**src/uart_irq_pkg.sv**
```systemverilog
// constants and carriers for the uart interrupt enable and status block
// assumes the datapath, flow engines and baud generator supply the event inputs
`default_nettype none

package uart_irq_pkg;

    // register addresses on the three-bit register bus
    localparam logic [2:0] ADDR_DATA = 3'h0;
    localparam logic [2:0] ADDR_IER = 3'h1;
    localparam logic [2:0] ADDR_ISR = 3'h2;
    localparam logic [2:0] ADDR_LSR = 3'h5;
    localparam logic [2:0] ADDR_MSR = 3'h6;

    // interrupt enable field positions
    localparam int IER_RX = 0;
    localparam int IER_TX = 1;
    localparam int IER_LS = 2;
    localparam int IER_MS = 3;
    localparam int IER_SLEEP = 4;
    localparam int IER_XOFF = 5;
    localparam int IER_RTS = 6;
    localparam int IER_CTS = 7;
    localparam logic [7:0] IER_RESET = 8'h00;
    localparam logic [7:0] IER_BASE_MASK = 8'h0F;

    // status codes for bits 5:0, priority 1 first
    localparam logic [5:0] CODE_LS = 6'h06;
    localparam logic [5:0] CODE_TO = 6'h0C;
    localparam logic [5:0] CODE_RX = 6'h04;
    localparam logic [5:0] CODE_TX = 6'h02;
    localparam logic [5:0] CODE_MS = 6'h00;
    localparam logic [5:0] CODE_XCH = 6'h10;
    localparam logic [5:0] CODE_FLOW = 6'h20;
    localparam logic [5:0] CODE_NONE = 6'h01;
    localparam logic [7:0] ISR_RESET = 8'h01;
    localparam logic [7:0] LSR_RESET = 8'h60;

    // receive time-out: characters plus bits
    localparam int TIMEOUT_CHARS = 4;
    localparam int TIMEOUT_BITS = 12;

    // events and levels from the surrounding uart, all on this clock
    typedef struct packed {
        logic fifo_en;
        logic rx_at_trigger;
        logic rhr_full;
        logic rx_empty;
        logic char_rx;
        logic overrun;
        logic [2:0] head_err;
        logic enq_err;
        logic fifo_err;
        logic thr_empty;
        logic tx_below_trig;
        logic tx_all_empty;
        logic msr_any;
        logic xon;
        logic xoff;
        logic special;
        logic rts_out;
        logic wake;
        logic bit_tick;
    } uart_evt_s;

    // configuration bits held in other registers
    typedef struct packed {
        logic enh;
        logic auto_rts;
        logic auto_cts;
        logic early_err;
        logic wake_en;
        logic dlab;
        logic [3:0] char_bits;
    } uart_cfg_s;

endpackage

`default_nettype wire

```
**src/uart_interrupt_enable_status.sv**
```systemverilog
// interrupt enable, prioritised status and clearing logic of a fifo uart
// assumes bus address and write data are stable while a strobe is low
`default_nettype none

//
// Function
// - fifo receive interrupt follows trigger level
// - data ready set on receive, cleared empty
// - line status bits carry documented meanings
// - enable bit 0 raises receive ready
// - transmit ready, immediate if already empty
// - overrun immediate, head errors at head
// - early mode flags errors on enqueue
// - modem status interrupt from status bits
// - upper enable bits need enhanced mode
// - rts/cts rising edges under auto flow
// - status read shows highest pending only
// - time-out after four chars twelve bits
// - tx ready cleared by status read, write
// - line/modem status reads clear their interrupts
// - receive ready by level; data read clears time-out
// - xon/xoff cleared by read, special by read or next char
// - wake-up interrupt, code of no interrupt
// - six-bit priority codes per source
// - bit 0 low while pending except wake-up, source bits
// - bit 4 flags character match, enhanced only
// - bit 5 flags rts/cts rise, enhanced only
// - bits 7:6 mirror fifo enable
module uart_interrupt_enable_status
    import uart_irq_pkg::*;
#(
    parameter int TMR_W = 8
)
(
    input wire logic clock,
    input wire logic arst_n,
    input wire logic bus_cs_n,
    input wire logic bus_rd_n,
    input wire logic bus_wr_n,
    input wire logic [2:0] bus_addr,
    input wire logic [7:0] bus_data_in,
    output logic [7:0] bus_data_out,
    output logic bus_data_oe,
    input wire logic cts_n,
    input wire uart_irq_pkg::uart_evt_s evt,
    input wire uart_irq_pkg::uart_cfg_s cfg,
    output logic irq,
    output logic sleep_en,
    output logic [7:0] line_status
);
    import uart_irq_pkg::*;

    localparam int PIN_CTS = 2;
    localparam int PIN_RD = 1;
    localparam int PIN_WR = 0;

    // time-out limit in bit times for the current character length
    function automatic logic [TMR_W-1:0] timeout_limit(input logic [3:0] bits);
        timeout_limit = TMR_W'(TIMEOUT_CHARS * int'(bits) + TIMEOUT_BITS);
    endfunction

    logic [2:0] pin_raw, s1_q, s2_q, s3_q, stable_q, rise;
    logic [7:0] ier_q, ier_eff, isr_q, isr_d, lsr_q, rdata_q;
    logic oe_q, irq_q, sleep_q;
    logic ours, rhr_rd, thr_wr, ier_wr, isr_rd, lsr_rd, msr_rd;
    logic ls_pend_q, ls_set;
    logic [2:0] head_prev_q;
    logic to_pend_q, to_set;
    logic [TMR_W-1:0] tmr_q;
    logic rx_lvl, tx_cond, tx_cond_prev_q, tx_pend_q, tx_set, ms_lvl;
    logic xch_pend_q, spc_pend_q, xch_set, spc_set;
    logic flow_pend_q, flow_set, rts_prev_q;
    logic wake_pend_q, wake_set, any_pend;

    // pins cross into the clock through three flops
    assign pin_raw = {cts_n, ~bus_cs_n & ~bus_rd_n, ~bus_cs_n & ~bus_wr_n};

    always_ff @(posedge clock or negedge arst_n)
    begin
        if (!arst_n)
        begin
            s1_q <= 3'h0;
            s2_q <= 3'h0;
            s3_q <= 3'h0;
            stable_q <= 3'h0;
        end
        else
        begin
            s1_q <= pin_raw;
            s2_q <= s1_q;
            s3_q <= s2_q;
            stable_q <= (s2_q & s3_q) | (stable_q & (s2_q | s3_q)); // hold until both agree
        end
    end

    // a rise counts once the late stages agree high
    assign rise = s2_q & s3_q & ~stable_q;

    // decode; divisor latch select hides the low addresses
    assign ours = !(cfg.dlab && (bus_addr == ADDR_DATA || bus_addr == ADDR_IER));
    assign rhr_rd = rise[PIN_RD] && ours && bus_addr == ADDR_DATA;
    assign thr_wr = rise[PIN_WR] && ours && bus_addr == ADDR_DATA;
    assign ier_wr = rise[PIN_WR] && ours && bus_addr == ADDR_IER;
    assign isr_rd = rise[PIN_RD] && bus_addr == ADDR_ISR;
    assign lsr_rd = rise[PIN_RD] && bus_addr == ADDR_LSR;
    assign msr_rd = rise[PIN_RD] && bus_addr == ADDR_MSR;

    // enable register
    always_ff @(posedge clock or negedge arst_n)
    begin
        if (!arst_n)
            ier_q <= IER_RESET;
        else if (ier_wr)
            ier_q <= bus_data_in;
    end

    // upper enables are inert outside enhanced mode
    assign ier_eff = cfg.enh ? ier_q : (ier_q & IER_BASE_MASK);

    // line status flags; set wins over clear
    always_ff @(posedge clock or negedge arst_n)
    begin
        if (!arst_n)
            lsr_q <= LSR_RESET;
        else
        begin
            lsr_q[0] <= evt.char_rx | (lsr_q[0] & ~evt.rx_empty);
            lsr_q[1] <= evt.overrun | (lsr_q[1] & ~lsr_rd);
            lsr_q[4:2] <= evt.head_err;
            lsr_q[5] <= evt.thr_empty;
            lsr_q[6] <= evt.tx_all_empty;
            lsr_q[7] <= evt.fifo_err;
        end
    end

    // line status interrupt: overrun at once, errors at head or on entry
    assign ls_set = ier_eff[IER_LS] && (evt.overrun ||
        (cfg.early_err ? evt.enq_err : |(evt.head_err & ~head_prev_q)));

    always_ff @(posedge clock or negedge arst_n)
    begin
        if (!arst_n)
        begin
            ls_pend_q <= 1'b0;
            head_prev_q <= 3'h0;
        end
        else
        begin
            head_prev_q <= evt.head_err;
            ls_pend_q <= ls_set | (ls_pend_q & ~lsr_rd);
        end
    end

    // time-out counts bit ticks while data waits unread
    assign to_set = evt.fifo_en && ier_eff[IER_RX] && !to_pend_q && !evt.rx_empty &&
        tmr_q >= timeout_limit(cfg.char_bits);

    always_ff @(posedge clock or negedge arst_n)
    begin
        if (!arst_n)
            tmr_q <= '0;
        else if (evt.char_rx || rhr_rd || evt.rx_empty)
            tmr_q <= '0;
        else if (evt.bit_tick && tmr_q < timeout_limit(cfg.char_bits))
            tmr_q <= tmr_q + 1'b1;
    end

    always_ff @(posedge clock or negedge arst_n)
    begin
        if (!arst_n)
            to_pend_q <= 1'b0;
        else
            to_pend_q <= to_set | (to_pend_q & ~rhr_rd);
    end

    // receive ready is a pure level: it drops as reads drain the fifo
    assign rx_lvl = ier_eff[IER_RX] && (evt.fifo_en ? evt.rx_at_trigger : evt.rhr_full);

    // transmit ready on the edge of its condition, or on enabling while true
    assign tx_cond = evt.fifo_en ? (evt.tx_below_trig | evt.thr_empty) : evt.thr_empty;
    // the enable flop is still old on the write edge, so the write data decides there
    assign tx_set = tx_cond && ((ier_eff[IER_TX] && !tx_cond_prev_q) ||
        (ier_wr && bus_data_in[IER_TX] && !ier_q[IER_TX]));

    always_ff @(posedge clock or negedge arst_n)
    begin
        if (!arst_n)
        begin
            tx_cond_prev_q <= 1'b0;
            tx_pend_q <= 1'b0;
        end
        else
        begin
            tx_cond_prev_q <= tx_cond;
            // a holding write, a dropped enable, or a status read that reported it as the source clears it
            tx_pend_q <= tx_set | (tx_pend_q & ier_eff[IER_TX] & ~thr_wr &
                ~(isr_rd && isr_q[5:0] == CODE_TX));
        end
    end

    assign ms_lvl = ier_eff[IER_MS] && evt.msr_any;

    // character match interrupts
    assign xch_set = ier_eff[IER_XOFF] && (evt.xon || evt.xoff);
    assign spc_set = ier_eff[IER_XOFF] && evt.special;

    always_ff @(posedge clock or negedge arst_n)
    begin
        if (!arst_n)
        begin
            xch_pend_q <= 1'b0;
            spc_pend_q <= 1'b0;
        end
        else
        begin
            xch_pend_q <= xch_set | (xch_pend_q & ~(isr_rd && isr_q[5:0] == CODE_XCH));
            spc_pend_q <= spc_set | (spc_pend_q & ~evt.char_rx &
                ~(isr_rd && isr_q[5:0] == CODE_XCH));
        end
    end

    // flow control edges; rts is our own output so needs no synchroniser
    assign flow_set = (ier_eff[IER_RTS] && cfg.auto_rts && evt.rts_out && !rts_prev_q) ||
        (ier_eff[IER_CTS] && cfg.auto_cts && rise[PIN_CTS]);

    always_ff @(posedge clock or negedge arst_n)
    begin
        if (!arst_n)
        begin
            rts_prev_q <= 1'b0;
            flow_pend_q <= 1'b0;
        end
        else
        begin
            rts_prev_q <= evt.rts_out;
            flow_pend_q <= flow_set | (flow_pend_q & ~msr_rd);
        end
    end

    // wake-up shares the code of no interrupt, so only the pin shows it
    assign wake_set = cfg.enh && cfg.wake_en && evt.wake;

    always_ff @(posedge clock or negedge arst_n)
    begin
        if (!arst_n)
            wake_pend_q <= 1'b0;
        else
            wake_pend_q <= wake_set | (wake_pend_q & ~isr_rd);
    end

    assign any_pend = ls_pend_q | to_pend_q | rx_lvl | tx_pend_q | ms_lvl |
        xch_pend_q | spc_pend_q | flow_pend_q | wake_pend_q;

    // priority encoder; lower sources wait queued behind the reported one
    always_comb
    begin
        isr_d = {evt.fifo_en, evt.fifo_en, CODE_NONE};
        if (ls_pend_q)
            isr_d[5:0] = CODE_LS;
        else if (to_pend_q)
            isr_d[5:0] = CODE_TO;
        else if (rx_lvl)
            isr_d[5:0] = CODE_RX;
        else if (tx_pend_q)
            isr_d[5:0] = CODE_TX;
        else if (ms_lvl)
            isr_d[5:0] = CODE_MS;
        else if (cfg.enh && (xch_pend_q || spc_pend_q))
            isr_d[5:0] = CODE_XCH;
        else if (cfg.enh && flow_pend_q)
            isr_d[5:0] = CODE_FLOW;
    end

    // status, interrupt pin and sleep enable from one registered view
    always_ff @(posedge clock or negedge arst_n)
    begin
        if (!arst_n)
        begin
            isr_q <= ISR_RESET;
            irq_q <= 1'b0;
            sleep_q <= 1'b0;
        end
        else
        begin
            isr_q <= isr_d;
            irq_q <= any_pend;
            sleep_q <= ier_eff[IER_SLEEP];
        end
    end

    // read data captured at the start of a read, driven while it lasts
    always_ff @(posedge clock or negedge arst_n)
    begin
        if (!arst_n)
        begin
            rdata_q <= 8'h00;
            oe_q <= 1'b0;
        end
        else
        begin
            oe_q <= stable_q[PIN_RD] | rise[PIN_RD];
            if (rise[PIN_RD])
            begin
                unique case (bus_addr)
                    ADDR_IER: rdata_q <= ours ? ier_q : 8'h00;
                    ADDR_ISR: rdata_q <= isr_q;
                    ADDR_LSR: rdata_q <= lsr_q;
                    default: rdata_q <= 8'h00;
                endcase
            end
        end
    end

    assign bus_data_out = rdata_q;
    assign bus_data_oe = oe_q;
    assign irq = irq_q;
    assign sleep_en = sleep_q;
    assign line_status = lsr_q;
endmodule

`default_nettype wire

```
**config.mk**
```make
export PLATFORM = sky130hd
export DESIGN_NAME = uart_interrupt_enable_status
export DESIGN_NICKNAME = d
export VERILOG_FILES = /design/src/uart_irq_pkg.sv /design/src/uart_interrupt_enable_status.sv
export SDC_FILE = /design/constraint.sdc
export NUM_CORES = 1
export LEC_CHECK = 0
export BUFFER_PORTS_ARGS = -buffer_cell sky130_fd_sc_hd__buf_4
export CELL_PAD_IN_SITES_DETAIL_PLACEMENT = 1
export CELL_PAD_IN_SITES_GLOBAL_PLACEMENT = 1
export CORE_UTILIZATION = 44
export DETAILED_ROUTE_END_ITERATION = 10
export PLACE_DENSITY_LB_ADDON = 0.1
export SLEW_MARGIN = 20
export SYNTH_ARGS = -nofsm -noshare
export SYNTH_HDL_FRONTEND = slang
export SYNTH_SLANG_ARGS = --single-unit
```
**constraint.sdc**
```tcl
create_clock -name clock -period 3.1 [get_ports clock]
set_input_delay 0.62 -clock clock [delete_from_list [all_inputs] [get_ports clock]]
set_output_delay 0.62 -clock clock [all_outputs]
set_load 0.05 [all_outputs]
```
======== Yosys cells after proc, flatten, opt, wreduce, memory -nomap -nowiden ========
Index checks and enable logic that the tools add are counted.
word-level totals
  bits in registers ....................... 66
  bits in latches ......................... 0
  bits in writable memories ............... 0
  memory bits (read-only) ................. 0
  output and inout bits ................... 19
  memories ................................ 0
operators by class
  add/sub/neg operators ................... 2
  multipliers ............................. 0
  div/mod/pow operators ................... 0
  order comparisons ....................... 2
  equal/unequal tests ..................... 6
  shift operators ......................... 0
  multiplexer cells ....................... 15
  bitwise operators ....................... 53
  reductions and logical operators ........ 51
operators by type and width
  operator             number
  $mux 6               7
  $logic_and 1x1->1    34
  $mux 8               4
  $pmux 8 s3           1
  $or 1x1->1           19
  $and 1x1->1          14
  $and 3x3->3          4
  $not 1->1            12
  $add 8x1->8 const B  1
  $ge 8x8->1           1
  $logic_or 1x1->1     8
  $lt 8x7->1           1
  $add 6x4->7 const B  1
  $eq 3x3->1 const B   2
  $eq 6x2->1 const B   1
  $eq 6x5->1 const B   1
  $logic_not 1->1      6
  $not 3->3            2
  $or 3x3->3           2
  $eq 3x1->1 const B   1
  $eq 3x2->1 const B   1
  $logic_not 3->1      1
  $mux 1               3
  $reduce_or 3->1      1
  $reduce_bool 2->1    1

======== Longest topological paths before layout ========
Gate-level depths: netlist (run 1).
  depth after elaboration ................. 11
  gate-level depth with buffers ........... 10
  gate-level depth less buffers ........... 9

======== Worst setup path before layout (run 1) ========
OpenSTA, ideal clock, no wires.
  path type ............................... input-to-reg
  from .................................... input port cfg[0] (netlist name)
  to ...................................... register tmr_q[6]
  setup time .............................. 78 ps
  arrival time ............................ 2361 ps
  setup slack ............................. 662 ps
  stages on the path ...................... 9
  path through ............................ o21ai_0 > xor2_1 > ha_1 > a21o_1 > a211oi_4 > nand3_2 > buf_6 > or3_1 > a21oi_1
on the way
  longest elaborated chain between the ends .. 4
RTL lines
  what                                RTL line                             RTL
  start, declared                     uart_interrupt_enable_status.sv:46   input wire uart_irq_pkg::uart_cfg_s cfg,
  $add 6x4->7                         uart_interrupt_enable_status.sv:59   timeout_limit = TMR_W'(TIMEOUT_CHARS * int'(bits) + TIMEOUT_BITS);
  $lt 8x7->1                          uart_interrupt_enable_status.sv:164  else if (evt.bit_tick && tmr_q < timeout_limit(cfg.char_bits))
  $logic_and 1x1->1                   uart_interrupt_enable_status.sv:164
  $reduce_bool 2->1 (no source line)  --
  end signal, assigned                uart_interrupt_enable_status.sv:165  tmr_q <= tmr_q + 1'b1;
  end, declared                       uart_interrupt_enable_status.sv:69   logic [TMR_W-1:0] tmr_q;
Every way passes these cells.
A chain may end at the register's enable or synchronous reset.

======== Final worst setup path (run 1) ========
  from .................................... input port cfg[0] (netlist name)
  to ...................................... register tmr_q[3]
Same word-level chain as after synthesis.

==> summary.txt, run 1 <==
STA
  – Worst slew margin: approximately 47%
  – Clock Skews: between 9 and 10 ps
  – Worst-margin pin slew: between 700 and 800 ps
  – Tcrit/Tclk final: about 83%
  – Slew Viols, Final: 0
  – Number of hold violations in the final report: 0
  – Crit path time final: between 2000 and 3000 ps
  – Final setup viols: 0
  – Fmax achieved: about 390 MHz
  – Fin Setup TNS: 0 ps
  – RSZ-0062 raised after global routing: no
  – Hold WS: ~350 ps

Worst setup path
  – Startpoint Class: input pin
  – Top cell family by delay on the critical path: compound AO/OA/AOI/OAI gates
  – CP cell instances: buf_4 -> o21ai_0 -> xor2_1 -> ha_1 -> a21o_1 -> a211oi_4 -> nand3_2 -> or3_2 -> a21oi_1
  – Crit path largest cell delay: 520 ps
  – Slowest CP cell: or3_2
  – CP arrival: approximately 2800 ps
  – Crit Reg-Reg Endpoint: tmr_q[3]
  – WS Path Type: input pin to flop
  – Worst reg-to-reg setup slack: approximately 900 ps
  – Worst path required time: approximately 3400 ps
  – CP bufs+invs: 1
  – FF-to-FF path depth: 6
  – Crit path max fanout: 12
  – Worst Setup End Kind: flop
  – Critical R2R Launch: tmr_q[5]

Floorplan
  – Starting Density: between 40% and 50%
  – Placeable Area: 0.005956 sq mm
  – # IOs: between 60 and 70
  – Die width: between 80 and 90 um
  – Die Span Y: 80.83 um
  – Site Rows: 28
  – Die area: 0.006533 sq mm

GRT
  – First-pass GRT wire length: around 12000 um
  – Vias in the first global route: approximately 2300
  – Gr usage total: 25.04%
  – Pin count of the biggest net entering global routing: between 60 and 70
  – Gr ovfl total: 0
  – Antenna violations before repair: 0

Finish
  – Core Util, Final: roughly three fifths
  – Final net count: 364
  – Area Overhead vs Synth: 28.28%
  – Sequential Area: between 0.0015 and 0.002 sq mm
  – Share of post-route cells with drive strength above 1: ~33%
  – Non-Filler Instances: a little under 400
  – Filler Cell Count: around 650
  – Multi-input gate area: between 0.001 and 0.0015 sq mm
  – Diode count: 0

Hold path
  – Hold crit path type: flop to flop
  – Hold_sp: s1_q[0]
  – Hold path cells: 0
  – Hold Crit Endpoint: s2_q[0]

Synth
  – Synth area leaders: dfrtp_1 (55%), ha_1 (3.7%), nand2_1 (3.6%)
  – Area of the mapped netlist: approximately 0.0027 sq mm
  – Most used DFF post-synth: dfrtp_1
  – Mean Syn Cell Area: between 10 and 15 sq um
  – Sequential share of the synthesized area: around 58%
  – Ys Warns: 0
  – EDFF count, synth: 0
  – Synth area leader: dfrtp_1
  – Yosys reg bits: 63
  – Post-Syn Instances: roughly 230
  – Syn Nets: roughly 290
  – Unique masters post-synth: between 40 and 50
  – Ys async rst share: between 90% and 100%
  – Share of the synthesized area in the top cell type: 54.92%

Clock network
  – Cts repair resizes: 0
  – CTS Hold Buffers Added: 0
  – # H-tree levels: 3
  – Post-CTS Setup Inserts: 0
  – CTS Buf Count: 9
  – # clock sinks: between 60 and 70
  – Max clock buf depth: 2
  – Clk root buf: clkbuf_8
  – Clock Latency Late Sink: roughly 340 ps
  – CTS tree: built
  – CTS clk-pin slew, worst paths: 70 ps

Drt
  – Drt wl/cell: around 19 um
  – Routed WL: between 7000 and 8000 um
  – 1st-pass router iterations: 5
  – DR iter-0 viols: ~160
  – Total number of vias: about 2200
  – Vias per inst: 5.680
  – Routed Antenna Nets: 0
  – DRC: 0

Place
  – Hpwl dp: 5306 um
  – Cells after DPL: between 300 and 400
  – Port bufs: 66
  – RD Place Congestion: around 0.83

Pwr
  – Pwr/cell area: ~560 mW/mm^2
  – LEAKAGE: between 1.5 and 2 nW
  – Max IR drop VDD: around 0.32 mV

Job
  – # Max-Cap Violations: 0

Status
  – Status: complete, no violations
==> how the worst max path moves through the flow <==
stage / startpoint / end / slack [ps] / cells past startpoint
finish: cfg[0] / tmr_q[3] / 530 / 9
global route: cfg[0] / tmr_q[4] / 430 / 9
CTS: cfg[0] / tmr_q[3] / 520 / 9
detailed placement: cfg[0] / tmr_q[3] / 170 / 9
global placement: cfg[0] / tmr_q[4] / 350 / 9
floorplan: cfg[0] / tmr_q[6] / 660 / 9
==> through the flow <==
stage / total power [mW] / worst slack (ps) / area (sq um)
floorplan: 1.110 / 661.6 / 2734
global placement: 1.243 / 346.8 / 3307
detailed placement: 1.258 / 172.7 / 3307
CTS: 1.981 / 522.2 / 3507
global route: 2.055 / 431.4 / 3507
finish: 1.961 / 534.8 / 3507
==> final cells by class <==
class	count	area share, %
timing repair buffer	68	14.56
clock buffer	12	4.424
sequential	63	45.06
multi-input combinational	156	30.93
inverter	10	1.070
tap	75	2.676
clock inverter	4	1.284
==> cells in the mapped netlist, drive strengths merged, types with 3 or more instances <==
master   n
a21o     5
a21oi    8
a222oi   8
buf      3
dfrtp   60
dfstp    3
ha       8
inv     10
maj3     3
mux2     8
nand2   27
nand2b   3
nand3    8
nand3b   4
nand4b   3
nor2    10
nor2b    4
nor3b    3
o21ai   18
or3      6
or4      3
==> flip-flops by register name (all words and copies together), names as in the netlist, 2 cells and up <==
register and cells:
bus_data_out 8, head_prev_q 2, ier_q 8, isr_q 7, line_status 6, s1_q 3, s2_q 3, s3_q 3
stable_q 3, tmr_q 8
==> cell usage in the layout, fill, tap and decap left out, types with 3 or more instances in the layout <==
master	n
a21oi_1	7
nor2_1	10
a222oi_1	8
clkbuf_8	11
nand3b_1	4
nand2b_1	3
nand3_1	7
inv_1	10
or4_1	3
a21o_1	5
ha_1	8
mux2_2	8
nand4b_1	3
nand2_1	26
clkinv_2	3
dfstp_2	3
maj3_1	3
o21ai_0	17
nor3b_1	3
or3_1	4
dfrtp_1	60
buf_4	68
nor2b_1	4
==> logic make-up (layout without fill, tap and decap cells) <==
family / Yosys count / after routing / synth area share (%)
and+or+nand+nor: 82 / 82 / 17.07
DFF: 63 / 63 / 57.80
AOI/OAI and AO/OA: 50 / 50 / 12.91
buffers and inverters: 14 / 94 / 2.517
adders and majority gates: 11 / 11 / 4.760
muxes: 9 / 9 / 3.661
xor gates and xnor gates: 4 / 4 / 1.282
==> power by group <==
group / total (mW) / switching [mW] / internal [mW]
combinational: 0.295 / 0.172 / 0.124
sequential: 0.949 / 0.0567 / 0.892
clock: 0.716 / 0.305 / 0.411
total: 1.96 / 0.533 / 1.43
==> metal layers <==
| layer | global-route usage (%) | part of all wire (%) | up-vias |
|---|---|---|---|
| li1 | - | - | 1000 |
| met1 | 27.67 | 37 | 1114 |
| met2 | 44.37 | 54 | 72 |
| met3 | 6.742 | 6.3 | 18 |
| met4 | 11.96 | 2.9 | 0 |
| met5 | 0 | 0 | - |
No activity file was read; power rests on OpenSTA's default activity.
==> run 2: changes to the inputs <==
--- a/config.mk
+++ b/config.mk
@@ -8,7 +8,7 @@
 export BUFFER_PORTS_ARGS = -buffer_cell sky130_fd_sc_hd__buf_4
 export CELL_PAD_IN_SITES_DETAIL_PLACEMENT = 1
 export CELL_PAD_IN_SITES_GLOBAL_PLACEMENT = 1
-export CORE_UTILIZATION = 44
+export CORE_UTILIZATION = 41
 export DETAILED_ROUTE_END_ITERATION = 10
 export PLACE_DENSITY_LB_ADDON = 0.1
 export SLEW_MARGIN = 20
==> constraint.sdc (replaced) <==
create_clock -name clock -period 2.49 [get_ports clock]
set_input_delay 0.498 -clock clock [delete_from_list [all_inputs] [get_ports clock]]
set_output_delay 0.498 -clock clock [all_outputs]
set_load 0.05 [all_outputs]
==> run 2 against run 1 <==
Net effect:
- setup slack worse by 320 ps
- die area grew 7.1%
- non-clock buffer count is 4 higher
- critical path depth stayed put
- critical endpoint unchanged
- highest routed layer unchanged
==> summary.txt, run 2 (synthesis gave the netlist of run 1 again) <==
Hold path
  – Hold crit path type: input pin to async pin

Job
  – # Max-Cap Violations: 0

GRT
  – Gr usage total: between 20% and 30%
  – First-pass GRT wire length: between 10000 and 15000 um
  – Pin count of the biggest net entering global routing: 64
  – Antenna violations before repair: 0
  – Gr ovfl total: 0
  – Vias in the first global route: 2276

Worst setup path
  – Worst path required time: approximately 2800 ps
  – Worst reg-to-reg setup slack: about 400 ps
  – Slowest CP cell: or3_2
  – FF-to-FF path depth: 6
  – Critical R2R Launch: tmr_q[5]
  – Crit Reg-Reg Endpoint: tmr_q[3]
  – CP bufs+invs: 1
  – Worst Setup End Kind: flop
  – Crit path largest cell delay: between 400 and 500 ps
  – Startpoint Class: input pin
  – CP arrival: ~2500 ps
  – CP cell instances: buf_4 -> o21ai_0 -> xor2_1 -> ha_1 -> a21o_1 -> a211oi_4 -> nand3_2 -> or3_2 -> a21oi_1
  – WS Path Type: input pin to flop
  – Crit path max fanout: 9
  – Top cell family by delay on the critical path: compound AO/OA/AOI/OAI gates

Finish
  – Diode count: 0
  – Final Instance Area: between 0.003 and 0.004 sq mm
  – Share of post-route cells with drive strength above 1: between 30% and 40%
  – Non-Filler Instances: between 300 and 400
  – Sequential Area: ~0.0016 sq mm
  – Area Overhead vs Synth: 29.11%
  – Filler Cell Count: slightly above 700
  – Core Util, Final: 55.27%
  – Most frequent cells in the layout: buf_4 (72), dfrtp_1 (60), nand2_1 (26)
  – Final net count: between 300 and 400
  – Leading cell type in the layout, fill and taps excluded: buf_4
  – Multi-input gate area: roughly 0.0011 sq mm

Clock network
  – # H-tree levels: 3
  – # clock sinks: 63
  – CTS Buf Count: 9
  – CTS clk-pin slew, worst paths: around 60 ps
  – Max clock buf depth: 2
  – Clock Latency Late Sink: about 340 ps
  – Clk root buf: clkbuf_8
  – Cts repair resizes: 0
  – Post-CTS Setup Inserts: 0
  – CTS Hold Buffers Added: 0
  – CTS tree: built

Drt
  – 1st-pass router iterations: 4
  – Routed Antenna Nets: 0
  – Vias per inst: between 5 and 6
  – Drt wl/cell: ~17 um
  – Routed WL: ~7000 um
  – Total number of vias: ~2200
  – DR iter-0 viols: roughly 120
  – DRC: 0

STA
  – Fmax achieved: 438.8 MHz
  – Worst slew margin: 46.89%
  – Crit path time final: between 2000 and 2500 ps
  – Tcrit/Tclk final: approximately nine tenths
  – Fin Setup TNS: 0 ps
  – RSZ-0062 raised after global routing: no
  – Number of hold violations in the final report: 0
  – Worst-margin pin slew: ~800 ps
  – Clock Skews: ~4.7 ps
  – Final WS setup: between 200 and 250 ps
  – Final setup viols: 0
  – Slew Viols, Final: 0
  – Hold WS: between 200 and 250 ps

Place
  – Port bufs: 66
  – Place WS: -107.4 ps
  – Cells after DPL: between 300 and 400
  – RD Place Congestion: a little under 0.8
  – Area after DPL: approximately 0.0033 sq mm
  – Hpwl dp: approximately 5000 um

Floorplan
  – Starting Density: roughly 43%
  – Placeable Area: between 0.006 and 0.007 sq mm
  – Site Rows: 29
  – Die area: roughly 0.0070 sq mm
  – Die width: between 80 and 90 um
  – Die Span Y: roughly 84 um
  – # IOs: 67

Pwr
  – Pwr/cell area: approximately 680 mW/mm^2
  – Max IR drop VDD: 0.3762 mV
  – Design Power: about 2.4 mW
  – LEAKAGE: about 1.7 nW

Status
  – Status: complete, no violations
-- run 2: cell count changes in the layout (fill, tap and decap cells not counted) --
cell,change
clkbuf_1,+1
buf_4,+4
clkbuf_8,-1
-- run 2: how the worst max path moves through the flow --
stage                      start        to  slack, ps  depth (start not counted)
after floorplan           cfg[0]  tmr_q[6]        170                          9
after global placement    cfg[0]  tmr_q[3]        -60                          9
after detailed placement  cfg[0]  tmr_q[3]       -110                          9
after CTS                 cfg[0]  tmr_q[3]        220                          9
after global routing      cfg[0]  tmr_q[3]        120                          9
final                     cfg[0]  tmr_q[3]        210                          9
-- run 2: final cells by class --
cell class	count	share of cell area, %
flip-flops and latches	63	44.77
multi-input cells	156	30.73
repair buffers	72	15.31
clock buffers	12	4.112
well taps	77	2.730
clock inverters	4	1.276
inverters	10	1.063
-- run 2: power by group --
part	switching, mW	internal [mW]	total (mW)	leakage, nW
Combinational	0.205	0.156	0.361	0.768
Clock	0.387	0.485	0.872	0.100
Sequential	0.0705	1.11	1.18	0.788
Total	0.663	1.75	2.42	1.66
-- run 2: worst reg2reg max path: stages (launching register included) --
cell and delay (ps):
dfrtp_1 410, ha_1 320, a21o_1 190, a211oi_4 270, nand3_2 200, or3_2 490, a21oi_1 150
-- run 2: routing by layer --
metal | wire [um] | share of wire [%] | global-route usage, %
met1 | 2875 | 42 | 24.85
met2 | 3438 | 50 | 35.92
met3 | 313 | 4.6 | 4.847
met4 | 204 | 3.0 | 10.79
met5 | 0 | 0 | 0
==> run 3: changes to the inputs <==
--- a/config.mk
+++ b/config.mk
@@ -6,10 +6,12 @@
 export NUM_CORES = 1
 export LEC_CHECK = 0
 export BUFFER_PORTS_ARGS = -buffer_cell sky130_fd_sc_hd__buf_4
+export CAP_MARGIN = 0
 export CELL_PAD_IN_SITES_DETAIL_PLACEMENT = 1
 export CELL_PAD_IN_SITES_GLOBAL_PLACEMENT = 1
 export CORE_UTILIZATION = 41
 export DETAILED_ROUTE_END_ITERATION = 10
+export HOLD_SLACK_MARGIN = 0.03
 export PLACE_DENSITY_LB_ADDON = 0.1
 export SLEW_MARGIN = 20
 export SYNTH_ARGS = -nofsm -noshare
==> constraint.sdc (replaced) <==
create_clock -name clock -period 2.46 [get_ports clock]
set_input_delay 0.492 -clock clock [delete_from_list [all_inputs] [get_ports clock]]
set_output_delay 0.492 -clock clock [all_outputs]
set_load 0.05 [all_outputs]
==> run 3 against run 2 <==
Net effect:
- via count is 1.8% lower
- sequential power is essentially flat
- non-clock buffer count is 1 higher
- core utilization rose by 0.29 points
- hold slack worse by 1.2 ps
- critical path type unchanged
==> summary.txt, run 3 (synthesis gave the netlist of run 1 again) <==
Worst setup path
  – FF-to-FF path depth: 6
  – Slowest CP cell: or3_2
  – Startpoint Class: input pin
  – Critical R2R Launch: tmr_q[5]
  – Worst reg-to-reg setup slack: about 340 ps
  – Top cell family by delay on the critical path: compound AO/OA/AOI/OAI gates
  – Crit path largest cell delay: 480 ps
  – CP cell instances: buf_4 -> o21ai_0 -> xor2_1 -> ha_1 -> a21o_1 -> a211oi_4 -> nand3_2 -> or3_2 -> a21oi_1
  – Worst path required time: roughly 2700 ps
  – Worst Setup End Kind: flop
  – Crit Reg-Reg Endpoint: tmr_q[3]
  – Crit path max fanout: 9
  – WS Path Type: input pin to flop
  – CP arrival: between 2000 and 3000 ps
  – CP bufs+invs: 1

Clock network
  – # H-tree levels: 3
  – Max clock buf depth: 2
  – CTS Hold Buffers Added: 0
  – CTS tree: built
  – Clock Latency Late Sink: about 340 ps
  – CTS clk-pin slew, worst paths: 70 ps
  – Clk root buf: clkbuf_8
  – Cts repair resizes: 0
  – CTS Buf Count: 9
  – # clock sinks: 63
  – Post-CTS Setup Inserts: 0

STA
  – Crit path time final: roughly 2300 ps
  – Fmax achieved: about 440 MHz
  – Number of hold violations in the final report: 0
  – Clock Skews: just under 10 ps
  – RSZ-0062 raised after global routing: no
  – Final WS setup: between 150 and 200 ps
  – Final setup viols: 0
  – Worst slew margin: 47.47%
  – Worst-margin pin slew: just under 800 ps
  – Slew Viols, Final: 0
  – Tcrit/Tclk final: 93.01%

Hold path
  – Hold crit path type: input pin to async pin

Finish
  – Area Overhead vs Synth: 29.79%
  – Final Instance Area: roughly 0.0035 sq mm
  – Most frequent cells in the layout: buf_4 (73), dfrtp_1 (60), nand2_1 (26)
  – Multi-input gate area: between 0.001 and 0.0015 sq mm
  – Final net count: roughly 370
  – Sequential Area: between 0.0015 and 0.002 sq mm
  – Diode count: 0
  – Leading cell type in the layout, fill and taps excluded: buf_4
  – Share of post-route cells with drive strength above 1: about a third
  – Filler Cell Count: about 720

Pwr
  – Design Power: around 2.5 mW
  – Max IR drop VDD: between 0.3 and 0.4 mV
  – LEAKAGE: approximately 1.7 nW
  – Pwr/cell area: around 700 mW/mm^2

Job
  – # Max-Cap Violations: 0

GRT
  – Gr ovfl total: 0
  – Vias in the first global route: around 2300
  – Gr usage total: a little over a fifth
  – Pin count of the biggest net entering global routing: 64
  – Antenna violations before repair: 0
  – First-pass GRT wire length: about 11000 um

Place
  – Hpwl dp: a little over 5000 um
  – Port bufs: 66
  – Place WS: -180.6 ps
  – RD Place Congestion: 0.7924
  – Area after DPL: ~0.0033 sq mm

Floorplan
  – Die width: roughly 84 um
  – Die Span Y: approximately 84 um
  – Placeable Area: about 0.0064 sq mm
  – # IOs: between 60 and 70
  – Die area: about 0.007 sq mm
  – Site Rows: 29
  – Starting Density: a little over two fifths

Drt
  – Total number of vias: about 2100
  – Routed Antenna Nets: 0
  – DR iter-0 viols: 122
  – Drt wl/cell: 16.97 um
  – Routed WL: between 6000 and 7000 um
  – 1st-pass router iterations: 5
  – Vias per inst: between 5 and 6
  – DRC: 0

Status
  – Status: complete, no violations
==> run 3: changes by cell type in the layout (fill, tap and decap cells not counted), sizes merged <==
cell / before / now
clkinv: 3 / 1
clkbuf: 12 / 13
clkinvlp: 0 / 1
buf: 72 / 73
==> run 3: metal layers <==
| metal | vias to the layer above | GRT usage (%) | part of all wire, % |
|---|---|---|---|
| met1 | 1064 | 24.77 | 42 |
| met5 | - | 0 | 0 |
| li1 | 1010 | - | - |
| met2 | 52 | 36.66 | 53 |
| met4 | 0 | 7.858 | 1.0 |
| met3 | 6 | 5.045 | 4.0 |
==> run 3: area by class of cell <==
type	instances	area share, %
clock buffer	13	4.478
clock inverter	3	1.199
inverter	10	1.058
multi-input combinational	156	30.57
sequential	63	44.53
tap	77	2.715
timing repair buffer	73	15.44
==> run 3: worst register-to-register path, cell delays in order, from the launching register on <==
cell and delay, ps:
dfrtp_1 410, ha_1 320, a21o_1 190, a211oi_4 280, nand3_2 200, or3_2 480, a21oi_1 160
==> run 3: where the power goes <==
group / switching (mW) / internal [mW]
sequential: 0.0690 / 1.12
clock: 0.392 / 0.523
combinational: 0.208 / 0.159
==> run 3: through the flow <==
stage	cells	util [%]	hold WS [ps]	TNS [ps]
after floorplan	233	-	196.4	0
after global placement	379	52.41	333.1	-185.7
after detailed placement	379	52.41	336.3	-485.6
after CTS	395	55.56	239.7	0
after global routing	395	55.56	234.9	0
final	395	55.56	236.4	0
==> run 3: how the worst max path moves through the flow <==
| stage | startpoint | end | slack [ps] | cells past startpoint |
|---|---|---|---|---|
| floorplan | cfg[0] | tmr_q[6] | 150 | 9 |
| global placement | cfg[0] | tmr_q[3] | -90 | 9 |
| detailed placement | cfg[0] | tmr_q[3] | -180 | 9 |
| CTS | cfg[0] | tmr_q[3] | 170 | 9 |
| global route | cfg[0] | tmr_q[3] | 3 | 9 |
| finish | cfg[0] | tmr_q[3] | 170 | 9 |
